## src/inc/irq_ctrl_pkg.sv

```systemverilog
// Constants shared by the vectored interrupt controller and its helpers.
// Assumes one 50 MHz system clock and a 32-bit APB register port.
package irq_ctrl_pkg;

  // Source count: priority 0 is reset, 1..23 are hardware sources
  localparam int NUM_SRC = 24;
  localparam int VEC_W = 8;

  // Clear register indices; byte address is four times these
  localparam logic [9:0] IDX_CLEAR0 = 10'h0DA;
  localparam logic [9:0] IDX_CLEAR1 = 10'h0DB;
  localparam logic [9:0] IDX_CLEAR2 = 10'h0DC;
  // Further register indices
  localparam logic [9:0] IDX_MASK0 = 10'h0E0;
  localparam logic [9:0] IDX_MASK1 = 10'h0E1;
  localparam logic [9:0] IDX_MASK2 = 10'h0E2;
  localparam logic [9:0] IDX_SOFT_EN = 10'h0E3;
  localparam logic [9:0] IDX_STATUS = 10'h0E4;
  localparam logic [9:0] IDX_FLAGS = 10'h0F7;

  // Field positions and reset values
  localparam int GLOBAL_EN_BIT = 0;
  localparam int SOFT_EN_BIT = 0;
  localparam logic [7:0] FLAGS_RST = 8'h00;
  localparam logic [7:0] MASK_RST = 8'h00;
  localparam logic SOFT_EN_RST = 1'b0;

  // Entry and return sequence timing in CPU clock cycles
  localparam int ENTRY_CYCLES = 13;
  localparam logic [3:0] ENTRY_LAST = 4'(ENTRY_CYCLES - 1);
  localparam logic [3:0] PUSH_HI = 4'h0;
  localparam logic [3:0] PUSH_LO = 4'h1;
  localparam logic [3:0] PUSH_FLAGS = 4'h2;
  localparam logic [3:0] POP_FLAGS = 4'h1;
  localparam logic [3:0] POP_LO = 4'h2;
  localparam logic [3:0] POP_LAST = 4'h3;

  typedef enum logic [1:0] {
    SEQ_IDLE = 2'b00,
    SEQ_ENTRY = 2'b01,
    SEQ_RETURN = 2'b10
  } seq_state_t;

endpackage : irq_ctrl_pkg

```

## src/verilog/irq_controller.sv

```systemverilog
// Vectored priority interrupt controller with the core entry and return
// sequencer. Assumes same-clock sources, an APB master and a core that
// stalls while core_hold_out is high and answers pops in the same cycle.
//
// The register offsets and the APB register port were decided locally.
`timescale 1ns/1ps
module irq_controller #(
  parameter int NUM_SRC = irq_ctrl_pkg::NUM_SRC
) (
  input wire logic sys_clk_in,
  input wire logic rst_n_in,
  input wire logic psel_in,
  input wire logic penable_in,
  input wire logic pwrite_in,
  input wire logic [11:0] paddr_in,
  input wire logic [31:0] pwdata_in,
  output logic [31:0] prdata_out,
  output logic pready_out,
  output logic pslverr_out,
  input wire logic [NUM_SRC-1:0] src_post_in,
  input wire logic instr_done_in,
  input wire logic return_from_irq_in,
  input wire logic [15:0] pc_in,
  input wire logic [7:0] pop_data_in,
  output logic core_hold_out,
  output logic push_valid_out,
  output logic [7:0] push_data_out,
  output logic pop_req_out,
  output logic pc_load_out,
  output logic [15:0] pc_value_out,
  output logic [7:0] vector_out,
  output logic irq_active_out,
  output logic global_irq_enable_out
);

  irq_ctrl_pkg::seq_state_t state_q;
  irq_ctrl_pkg::seq_state_t state_d;
  logic [3:0] cnt_q;
  logic [3:0] cnt_d;
  logic [7:0] flags_q;
  logic [7:0] flags_d;
  logic [7:0] mask_q [3];
  logic soft_en_q;
  logic [7:0] pc_low_q;
  logic [15:0] ret_pc_q;
  logic chain_q;
  logic [7:0] vec_q;
  logic [4:0] vec_idx_q;
  logic [31:0] prdata_q;
  logic pready_q;
  logic pslverr_q;
  logic core_hold_q;
  logic push_valid_q;
  logic [7:0] push_data_q;
  logic pop_req_q;
  logic pc_load_q;
  logic [15:0] pc_value_q;
  logic irq_active_q;

  // APB decode; registers sit at four times their index
  wire [9:0] word_idx = paddr_in[11:2];
  wire apb_setup = psel_in & ~penable_in;
  wire apb_wr = psel_in & penable_in & pready_q & pwrite_in;
  wire hit_clr0 = word_idx == irq_ctrl_pkg::IDX_CLEAR0;
  wire hit_clr1 = word_idx == irq_ctrl_pkg::IDX_CLEAR1;
  wire hit_clr2 = word_idx == irq_ctrl_pkg::IDX_CLEAR2;
  wire hit_msk0 = word_idx == irq_ctrl_pkg::IDX_MASK0;
  wire hit_msk1 = word_idx == irq_ctrl_pkg::IDX_MASK1;
  wire hit_msk2 = word_idx == irq_ctrl_pkg::IDX_MASK2;
  wire hit_soft = word_idx == irq_ctrl_pkg::IDX_SOFT_EN;
  wire hit_stat = word_idx == irq_ctrl_pkg::IDX_STATUS;
  wire hit_flags = word_idx == irq_ctrl_pkg::IDX_FLAGS;
  wire [2:0] hit_clr = {hit_clr2, hit_clr1, hit_clr0};
  wire [2:0] hit_msk = {hit_msk2, hit_msk1, hit_msk0};
  wire hit_any = (|hit_clr) | (|hit_msk) | hit_soft | hit_stat | hit_flags;
  // Status is read-only, so a write to it is refused too
  wire addr_bad = ~hit_any | (pwrite_in & hit_stat);

  // Posted, pending and priority selection
  wire [NUM_SRC-1:0] posted;
  wire [23:0] posted_reg;
  wire [23:0] mask_reg;
  wire [NUM_SRC-1:0] pending;
  wire any_pending;
  wire [4:0] enc_idx;
  wire [7:0] enc_vec;
  wire global_en = flags_q[irq_ctrl_pkg::GLOBAL_EN_BIT];

  // Register bit k stands for priority k+1; priority 0 is reset
  assign posted_reg = {posted[NUM_SRC-1:1], 1'b0} >> 1;
  assign mask_reg = {mask_q[2], mask_q[1], mask_q[0]};
  // Mask only gates pending; posting is never blocked by it
  assign pending = posted & {mask_reg[NUM_SRC-2:0], 1'b0};

  irq_prio_encoder #(
    .N(NUM_SRC)
  ) u_enc (
    .pending_in(pending),
    .any_out(any_pending),
    .index_out(enc_idx),
    .vector_out(enc_vec)
  );

  // Clear-register writes: zero clears, or one posts when soft enabled
  wire [23:0] sw_clr_reg;
  wire [23:0] sw_set_reg;
  genvar r;
  generate
    for (r = 0; r < 3; r++)
    begin : g_clr_wr
      wire wr_hit = apb_wr & hit_clr[r];
      assign sw_clr_reg[8*r+7:8*r] =
        (wr_hit & ~soft_en_q) ? ~pwdata_in[7:0] : 8'h00;
      assign sw_set_reg[8*r+7:8*r] =
        (wr_hit & soft_en_q) ? pwdata_in[7:0] : 8'h00;
    end
  endgenerate

  // Sequencer control terms
  wire irq_go = global_en & any_pending;
  wire take = (state_q == irq_ctrl_pkg::SEQ_IDLE) & ~return_from_irq_in &
    instr_done_in & irq_go;
  wire ret_last = (state_q == irq_ctrl_pkg::SEQ_RETURN) &
    (cnt_q == irq_ctrl_pkg::POP_LAST);
  wire chain = ret_last & irq_go;
  wire start_entry = take | chain;
  wire in_entry = state_q == irq_ctrl_pkg::SEQ_ENTRY;
  wire in_ret = state_q == irq_ctrl_pkg::SEQ_RETURN;
  wire [15:0] pc_src = chain_q ? ret_pc_q : pc_in;

  // Vector fetch at entry start clears only the serviced source
  wire [NUM_SRC-1:0] serv_clr =
    start_entry ? (NUM_SRC'(1) << enc_idx) : '0;
  wire [NUM_SRC-1:0] post_set =
    src_post_in | {sw_set_reg[NUM_SRC-2:0], 1'b0};
  wire [NUM_SRC-1:0] post_clr = serv_clr | {sw_clr_reg[NUM_SRC-2:0], 1'b0};

  irq_post_bank #(
    .N(NUM_SRC)
  ) u_post (
    .sys_clk_in(sys_clk_in),
    .rst_n_in(rst_n_in),
    .set_in(post_set),
    .clear_in(post_clr),
    .posted_out(posted)
  );

  // Read data mux
  wire [7:0] status_byte = {1'b0, state_q, vec_idx_q};
  wire [7:0] rd_byte =
    hit_clr0 ? posted_reg[7:0] :
    hit_clr1 ? posted_reg[15:8] :
    hit_clr2 ? posted_reg[23:16] :
    hit_msk0 ? mask_q[0] :
    hit_msk1 ? mask_q[1] :
    hit_msk2 ? mask_q[2] :
    hit_soft ? {7'h00, soft_en_q} :
    hit_stat ? status_byte :
    hit_flags ? flags_q : 8'h00;

  // Zero wait states; ready is registered from the setup cycle so read data comes from a flop
  always_ff @(posedge sys_clk_in)
  begin
    if (!rst_n_in)
    begin
      pready_q <= 1'b0;
      pslverr_q <= 1'b0;
      prdata_q <= 32'h0000_0000;
    end
    else
    begin
      pready_q <= apb_setup;
      pslverr_q <= apb_setup & addr_bad;
      prdata_q <= (apb_setup & ~pwrite_in) ? {24'h000000, rd_byte} :
        32'h0000_0000;
    end
  end

  // Mask and soft-enable registers; a set mask bit enables its source
  always_ff @(posedge sys_clk_in)
  begin
    if (!rst_n_in)
    begin
      mask_q[0] <= irq_ctrl_pkg::MASK_RST;
      mask_q[1] <= irq_ctrl_pkg::MASK_RST;
      mask_q[2] <= irq_ctrl_pkg::MASK_RST;
      soft_en_q <= irq_ctrl_pkg::SOFT_EN_RST;
    end
    else
    begin
      for (int i = 0; i < 3; i++)
      begin
        if (apb_wr & hit_msk[i])
          mask_q[i] <= pwdata_in[7:0];
      end
      if (apb_wr & hit_soft)
        soft_en_q <= pwdata_in[irq_ctrl_pkg::SOFT_EN_BIT];
    end
  end

  // Flag register: entry clear beats restore beats software write
  always_comb
  begin
    flags_d = flags_q;
    if (apb_wr & hit_flags)
      flags_d = pwdata_in[7:0];
    if (in_ret & pop_req_q & (cnt_q == irq_ctrl_pkg::POP_FLAGS))
      flags_d = pop_data_in;
    if (in_entry & (cnt_q == irq_ctrl_pkg::PUSH_FLAGS))
      flags_d = irq_ctrl_pkg::FLAGS_RST;
  end

  // Sequencer next state; a return at a boundary wins over a take
  always_comb
  begin
    state_d = state_q;
    cnt_d = 4'(cnt_q + 4'h1);
    case (state_q)
      irq_ctrl_pkg::SEQ_IDLE:
      begin
        cnt_d = 4'h0;
        if (return_from_irq_in)
          state_d = irq_ctrl_pkg::SEQ_RETURN;
        else if (take)
          state_d = irq_ctrl_pkg::SEQ_ENTRY;
      end
      irq_ctrl_pkg::SEQ_ENTRY:
      begin
        if (cnt_q == irq_ctrl_pkg::ENTRY_LAST)
          state_d = irq_ctrl_pkg::SEQ_IDLE;
      end
      irq_ctrl_pkg::SEQ_RETURN:
      begin
        if (ret_last)
        begin
          cnt_d = 4'h0;
          state_d = chain ? irq_ctrl_pkg::SEQ_ENTRY :
            irq_ctrl_pkg::SEQ_IDLE;
        end
      end
      default:
      begin
        state_d = irq_ctrl_pkg::SEQ_IDLE;
        cnt_d = 4'h0;
      end
    endcase
  end

  // Sequencer state, saved vector and restored PC
  always_ff @(posedge sys_clk_in)
  begin
    if (!rst_n_in)
    begin
      state_q <= irq_ctrl_pkg::SEQ_IDLE;
      cnt_q <= 4'h0;
      flags_q <= irq_ctrl_pkg::FLAGS_RST;
      vec_q <= 8'h00;
      vec_idx_q <= 5'h00;
      pc_low_q <= 8'h00;
      ret_pc_q <= 16'h0000;
      chain_q <= 1'b0;
    end
    else
    begin
      state_q <= state_d;
      cnt_q <= cnt_d;
      flags_q <= flags_d;
      if (start_entry)
      begin
        vec_q <= enc_vec;
        vec_idx_q <= enc_idx;
      end
      if (in_ret & pop_req_q & (cnt_q == irq_ctrl_pkg::POP_LO))
        pc_low_q <= pop_data_in;
      if (ret_last)
        ret_pc_q <= {pop_data_in, pc_low_q};
      // Chained entry pushes the restored PC, not the core's stale one
      if (chain)
        chain_q <= 1'b1;
      else if (state_d == irq_ctrl_pkg::SEQ_IDLE)
        chain_q <= 1'b0;
    end
  end

  // Core-facing strobes, each delayed one cycle from its count; core_hold_q follows state_d
  wire push_now = in_entry & (cnt_q <= irq_ctrl_pkg::PUSH_FLAGS);
  wire [7:0] push_byte =
    (cnt_q == irq_ctrl_pkg::PUSH_HI) ? pc_src[15:8] :
    (cnt_q == irq_ctrl_pkg::PUSH_LO) ? pc_src[7:0] : flags_q;
  wire entry_load = in_entry & (cnt_q == irq_ctrl_pkg::ENTRY_LAST);
  // Vector slot then runs the seven-cycle long jump on the core side
  wire [15:0] load_value =
    entry_load ? {8'h00, vec_q} : {pop_data_in, pc_low_q};

  always_ff @(posedge sys_clk_in)
  begin
    if (!rst_n_in)
    begin
      core_hold_q <= 1'b0;
      push_valid_q <= 1'b0;
      push_data_q <= 8'h00;
      pop_req_q <= 1'b0;
      pc_load_q <= 1'b0;
      pc_value_q <= 16'h0000;
      irq_active_q <= 1'b0;
    end
    else
    begin
      core_hold_q <= state_d != irq_ctrl_pkg::SEQ_IDLE;
      push_valid_q <= push_now;
      push_data_q <= push_now ? push_byte : 8'h00;
      pop_req_q <= in_ret & (cnt_q < irq_ctrl_pkg::POP_LAST) &
        (cnt_d <= irq_ctrl_pkg::POP_LAST);
      pc_load_q <= entry_load | ret_last;
      pc_value_q <= (entry_load | ret_last) ? load_value : 16'h0000;
      irq_active_q <= irq_go;
    end
  end

  assign prdata_out = prdata_q;
  assign pready_out = pready_q;
  assign pslverr_out = pslverr_q;
  assign core_hold_out = core_hold_q;
  assign push_valid_out = push_valid_q;
  assign push_data_out = push_data_q;
  assign pop_req_out = pop_req_q;
  assign pc_load_out = pc_load_q;
  assign pc_value_out = pc_value_q;
  assign vector_out = vec_q;
  assign irq_active_out = irq_active_q;
  assign global_irq_enable_out = flags_q[irq_ctrl_pkg::GLOBAL_EN_BIT];

endmodule : irq_controller

```

## src/verilog/irq_prio_encoder.sv

```systemverilog
// Fixed-priority encoder: lowest index wins, vector is four times it.
// Assumes pending bits come from logic on the same clock.
`timescale 1ns/1ps
module irq_prio_encoder #(
  parameter int N = 24
) (
  input wire logic [N-1:0] pending_in,
  output logic any_out,
  output logic [4:0] index_out,
  output logic [7:0] vector_out
);

  // Scan from lowest priority upward so the smallest index is kept last
  always_comb
  begin
    index_out = 5'h00;
    for (int i = N - 1; i >= 0; i--)
    begin
      if (pending_in[i])
      begin
        index_out = 5'(i);
      end
    end
  end

  assign any_out = |pending_in;
  assign vector_out = {1'b0, index_out, 2'b00};

endmodule : irq_prio_encoder

```

## src/verilog/irq_post_bank.sv

```systemverilog
// Bank of posted-interrupt flip-flops, one per priority level from 1 up.
// Assumes set and clear vectors from logic on the same clock.
`timescale 1ns/1ps
module irq_post_bank #(
  parameter int N = 24
) (
  input wire logic sys_clk_in,
  input wire logic rst_n_in,
  input wire logic [N-1:0] set_in,
  input wire logic [N-1:0] clear_in,
  output logic [N-1:0] posted_out
);

  genvar g;

  // Level 0 is reset and never posts
  assign posted_out[0] = 1'b0;

  generate
    for (g = 1; g < N; g++)
    begin : g_post
      logic post_q;
      // A new post wins over a clear in the same cycle
      always_ff @(posedge sys_clk_in)
      begin
        if (!rst_n_in)
          post_q <= 1'b0;
        else
          post_q <= set_in[g] | (post_q & ~clear_in[g]);
      end
      assign posted_out[g] = post_q;
    end
  endgenerate

endmodule : irq_post_bank

```

## config.mk

```make
export PLATFORM = sky130hd
export DESIGN_NAME = irq_controller
export DESIGN_NICKNAME = d
export VERILOG_FILES = /design/src/inc/irq_ctrl_pkg.sv /design/src/verilog/irq_controller.sv /design/src/verilog/irq_prio_encoder.sv /design/src/verilog/irq_post_bank.sv
export SDC_FILE = /design/constraint.sdc
export NUM_CORES = 1
export LEC_CHECK = 0
export ABC_CLOCK_PERIOD_IN_PS = 5400
export BUFFER_PORTS_ARGS = -buffer_cell sky130_fd_sc_hd__buf_2
export CORE_ASPECT_RATIO = 1.5
export CORE_MARGIN = 5
export CORE_UTILIZATION = 51
export CTS_BUF_LIST = sky130_fd_sc_hd__clkbuf_16
export CTS_CLUSTER_DIAMETER = 50
export CTS_CLUSTER_SIZE = 14
export DETAILED_ROUTE_END_ITERATION = 16
export MAX_ROUTING_LAYER = met4
export PLACE_DENSITY = 0.81
export SYNTH_ARGS = -nofsm -noshare
export SYNTH_HDL_FRONTEND = slang
export SYNTH_SLANG_ARGS = --single-unit
```

## constraint.sdc

```tcl
create_clock -name sys_clk_in -period 5.4 [get_ports sys_clk_in]
set_input_delay 0.81 -clock sys_clk_in [delete_from_list [all_inputs] [get_ports sys_clk_in]]
set_output_delay 0.81 -clock sys_clk_in [all_outputs]
set_load 0.005 [all_outputs]
```

# Word level (Yosys, flattened, before mapping)
# Memory sizes are Yosys's and may differ from the RTL's.
# Cells that the tools add are included.
# totals
regBits,131
ram_bits,24
input_bits,99
word_cells,275
n_memories,1
# op_classes
addsub,1
order_cmp,3
n_eq_ne,15
shifts,1
mux,69
n_bitwise,126
reduce_logical,15
# memory_table
name,words,width,rd,rd_clocked_by_memory_dff,write_ports,line,text
mask_q,3,8,3,0,3,irq_controller.sv:42,logic [7:0] mask_q [3];
# op_table
cell,count
$mux W8,20
$mux W5,24
$eq A10 B8 Y1 const B,9
$and A1 B1 Y1,58
$or A24 B24 Y24,2
$or A1 B1 Y1,33
$not A1 Y1,31
$and A24 B24 Y24,1
$mux W24,1
$reduce_or A24 Y1,1
$shl A1 B5 Y24 const A,1
$mux W7,3
$mux W16,1
$mux W1,13
$reduce_or A3 Y1,3
$eq A4 B2 Y1 const B,2
$le A4 B2 Y1 const B,2
$mux W2,4
$not A8 Y8,1
$pmux W4 S2,1
$pmux W2 S3,1
$reduce_and A2 Y1,3
$reduce_bool A2 Y1,3
$add A4 B1 Y4 const B,1
9 further kinds,11

# Logic depth before layout (Yosys ltp)
# An unclocked memory read counts as a cell.
# logic_depth
depth_word,32
ltp_mapped,9
depth_no_buf,8

# Cells and area by module
# From an unflattened synthesis, not the netlist that was laid out.
# hier_totals
cells_unflattened,813
area_unflattened_um2,7364.6
# by_module_without_submodules
mod,instances,cells_each,area_per_inst_um2,seq_area_each_um2
irq_controller,1,660,6008.3,2562.5
irq_post_bank,1,96,983.4,460.4
irq_prio_encoder,1,57,372.9,0.0

# Least setup slack after synthesis
# Ideal clock, no wire load.
# synth_timing
path_kind,in2reg
startpoint,in paddr_in[10]
endpoint,mem mask_q[0][0] (enable)
setup_time_ps,387
t_arrival_ps,2639
t_required_ps,5013
slack_ps,2374
path_stages,5
n_path_buf,1
cell_sequence,nand4bb_1 > clkbuf_1 > or3b_1 > or3_1 > o31ai_1
# synth_lines
item,line,text
"start, declared",irq_controller.sv:15,"input wire logic [11:0] paddr_in,"
"end, declared",irq_controller.sv:42,

==> impl_metrics.env <==
export IMPL_status="finished, final reports clean"
export IMPL_initial_core_util=0.518
export IMPL_synth_simple_area_share=0.186
export IMPL_drive_gt1_frac=0.194
export IMPL_cts_buffers=17
export IMPL_htree_levels=4
export IMPL_start_kind="input pin"
export IMPL_seq_power_share=0.437
export IMPL_synth_seq_cells=131
export IMPL_synth_compound_area_frac=0.230
export IMPL_crit_chain="buf_2 > nand4bb_1 > or3b_1 > or3_1 > o31ai_1 > buf_4"
export IMPL_power_frac_clock=0.477
export IMPL_ys_types=70
export IMPL_fin_crit_ps=3110
export IMPL_grt_max_degree=33
export IMPL_critPathRequiredTime_ps=5540
export IMPL_cts_sinks=131
export IMPL_grt_ovfl_total=0
export IMPL_min_path_cells=2
export IMPL_ant_nets=0
export IMPL_min_delay_start="ret_pc_q[12]$_SDFFE_PN0P_"
export IMPL_leakagePower_nw=3.13
export IMPL_drtIter0Drc=500
export IMPL_clockRootBuffer="clkbuf_16"
export IMPL_critPathMaxFanout=12
export IMPL_synthTopCellsByArea="dfxtp_1 32%, edfxtp_1 11%, a21oi_1 6.6%"
export IMPL_post_dp_cell_area_mm2=0.00722
export IMPL_synth_top_family_by_area="compound AO/OA/AOI/OAI gates"
export IMPL_synth_top_cell_by_area="dfxtp_1"
export IMPL_irDropWorstVdd_mv=0.227
export IMPL_intPower_mw=1.70
export IMPL_max_freq_mhz=322
export IMPL_dr_pass1_iters=5
export IMPL_antenna_found_initial=0
export IMPL_synthAdderAreaFrac=0.0149
export IMPL_cts_resized=0
export IMPL_fp_row_count=51
export IMPL_synthArstFlopShare=0
export IMPL_synth_cells=761
export IMPL_power_frac_comb=0.086
export IMPL_hold_viol_final=0
export IMPL_clock_latency_ps=430
export IMPL_drc=0
export IMPL_syn_area_mm2=0.00671
export IMPL_clock_path_buffers=2
export IMPL_max_cap_violations=0
export IMPL_r2r_start="pready_out$_SDFF_PN0_"
export IMPL_worstReg2RegEnd="mask_q[0][1]$_DFFE_PP_"
export IMPL_area_growth_pct=16.4
export IMPL_p_per_area_mw_per_mm2=306
export IMPL_p_sw_frac=0.286
export IMPL_power_switching_mw=0.684
export IMPL_final_area_mm2=0.00781
export IMPL_r2r_cells=5
export IMPL_io_pins=171
export IMPL_setup_violations=0
export IMPL_dieHeight_um=150
export IMPL_grt_pass1_vias=6063
export IMPL_synth_edf_count=24
export IMPL_globalplace_congestion=1.07
export IMPL_drt_wl_total_um=21800
export IMPL_critPathKind="in2reg"
export IMPL_rsz0062_at_grt="false"
export IMPL_nFillCells=1139
export IMPL_avgSynthCellArea_um2=8.81
export IMPL_synth_xor_area_share=0.00261
export IMPL_critical_path_arrival_ps=3250
export IMPL_hold_path_endpoint="ret_pc_q[12]$_SDFFE_PN0P_"
export IMPL_period_share=0.575
export IMPL_core_mm2=0.0130
export IMPL_yosys_most_used_dff="dfxtp_1"
export IMPL_cts_tree="yes"
export IMPL_hp_class="reg2reg"
export IMPL_crit_path_max_incr_delay_ps=610
export IMPL_finalSetupTns_ps=0
export IMPL_dp_hpwl_um=16500
export IMPL_dieArea_mm2=0.0156
export IMPL_slew_limit_headroom=0.206
export IMPL_r2r_slack_ps=2530
export IMPL_synth_mux_area_frac=0.0690
export IMPL_n_antenna_cell=0
export IMPL_crit_path_end_kind="register"
export IMPL_seq_area_frac_synth=0.427
export IMPL_skew_ps=10.4
export IMPL_fp_dieW_um=104
export IMPL_post_cts_buffers=0
export IMPL_grt_pass1_wl_um=33200
export IMPL_finalMaxSlewViolations=0
export IMPL_clkTransAtPathRegs_ps=70
export IMPL_portBuffers=116
export IMPL_cp_slowest_cell="o31ai_1"
export IMPL_viasPerCell=6.04
export IMPL_vias=6207
export IMPL_ctsHoldBuffers=0
export IMPL_tightest_slew_ps=1180
export IMPL_wl_per_cell_um=21.2
export IMPL_track_usage=0.282
export IMPL_netlist_area_leader_share=0.319
export IMPL_nNetsFinal=962
export IMPL_ys_warn_count=0
final cells by class:
| type | instances | area (µm²) | share of cell area |
|---|---|---|---|
| Multi-Input combinational cell | 563 | 3470 | 0.444 |
| Sequential cell | 131 | 2860 | 0.367 |
| Timing Repair Buffer | 120 | 611 | 0.0782 |
| Clock buffer | 17 | 425 | 0.0545 |
| Tap cell | 159 | 199 | 0.0255 |
| Clock inverter | 15 | 156 | 0.0200 |
| Inverter | 22 | 82.6 | 0.0106 |
worst max-delay path by stage:
stage / slack (ps) / from / end / depth (start not counted)
floorplan: 2370 / paddr_in[10] / mask_q[0][0]$_DFFE_PP_ / 5
global placement: 1940 / paddr_in[10] / mask_q[0][5]$_DFFE_PP_ / 6
detailed placement: 1860 / paddr_in[10] / mask_q[0][3]$_DFFE_PP_ / 6
CTS: 2300 / paddr_in[10] / mask_q[0][1]$_DFFE_PP_ / 6
global route: 2180 / paddr_in[10] / mask_q[0][1]$_DFFE_PP_ / 6
finish: 2290 / paddr_in[10] / mask_q[0][1]$_DFFE_PP_ / 6
critical path: cells and delay by family:
kind / cells / cell delay [ps]
and+or+nand+nor: 3 / 1470
AOI/OAI and AO/OA: 1 / 610
buffers and inverters: 2 / 350
layout by cell type, fill, tap and decap left out, types with 4 or more instances in the layout:
cell type,n
a211oi_1,40
a21oi_1,88
a221oi_1,6
a22o_1,9
a22oi_1,6
a31oi_1,24
and3_1,15
buf_2,116
buf_4,4
clkbuf_16,17
conb_1,27
dfxtp_1,107
edfxtp_1,24
ha_1,8
inv_1,22
inv_6,5
inv_8,5
mux2i_1,44
nand2_1,86
nand2b_1,4
nand3_1,8
nor2_1,60
nor2b_1,12
nor3_1,15
o21ai_0,18
o21ai_1,18
o22ai_1,4
o31ai_1,4
power by group through the flow:
| stage | Clock (mW) | Combinational (mW) | Sequential, mW |
|---|---|---|---|
| 2_1_floorplan | 0 | 0.143 | 1.05 |
| 3_3_place_gp | 0 | 0.198 | 1.06 |
| 3_5_place_dp | 0 | 0.200 | 1.06 |
| 4_1_cts | 1.14 | 0.201 | 1.04 |
| 5_1_grt | 1.19 | 0.223 | 1.04 |
| 6_report | 1.14 | 0.205 | 1.04 |
per-stage QoR:
| step | hold slack (ps) | setup slack (ps) | util | total power [mW] | instances |
|---|---|---|---|---|---|
| after floorplan | 436 | 2370 | - | 1.19 | 787 |
| after global placement | 442 | 1940 | 0.558 | 1.26 | 995 |
| after detailed placement | 449 | 1860 | 0.558 | 1.26 | 995 |
| after CTS | 458 | 2300 | 0.603 | 2.39 | 1027 |
| after global routing | 486 | 2180 | 0.603 | 2.45 | 1027 |
| final | 457 | 2290 | 0.603 | 2.39 | 1027 |
per-layer routing:
metal,vias up,track usage,routed length (µm)
li1,2943,-,-
met1,2867,0.284,7710
met2,306,0.496,11100
met5,-,-,0
met4,0,0.181,1460
met3,91,0.0583,1480
logic make-up after synthesis:
| group | Yosys count |
|---|---|
| compound gates | 240 |
| flops | 131 |
| xor+xnor | 2 |
| buf+inv | 93 |
| simple gates | 241 |
| mux | 45 |
| fa+ha+maj | 8 |
| other cells | 1 |
registers in the layout, summed over array words and instances, names as in the netlist, 4 cells and up:
| register | count |
|---|---|
| mask_q | 24 |
| u_post.g_post.post_q | 23 |
| pc_value_out | 16 |
| ret_pc_q | 16 |
| flags_q | 8 |
| pc_low_q | 8 |
| prdata_out | 8 |
| push_data_out | 8 |
| vec_idx_q | 5 |
| cnt_q | 4 |
synth_stat cells, types with 9 or more instances:
master	number
mux2i_1	44
edfxtp_1	24
a21oi_1	88
inv_1	22
a211oi_1	40
nor3_1	15
a31oi_1	24
a22o_1	9
o21ai_1	18
nand2_1	86
nor2b_1	12
clkbuf_1	30
dfxtp_1	107
nor2_1	60
buf_4	27
o21ai_0	18
and3_1	15
Note: power is estimated with default switching activity, not from simulation.
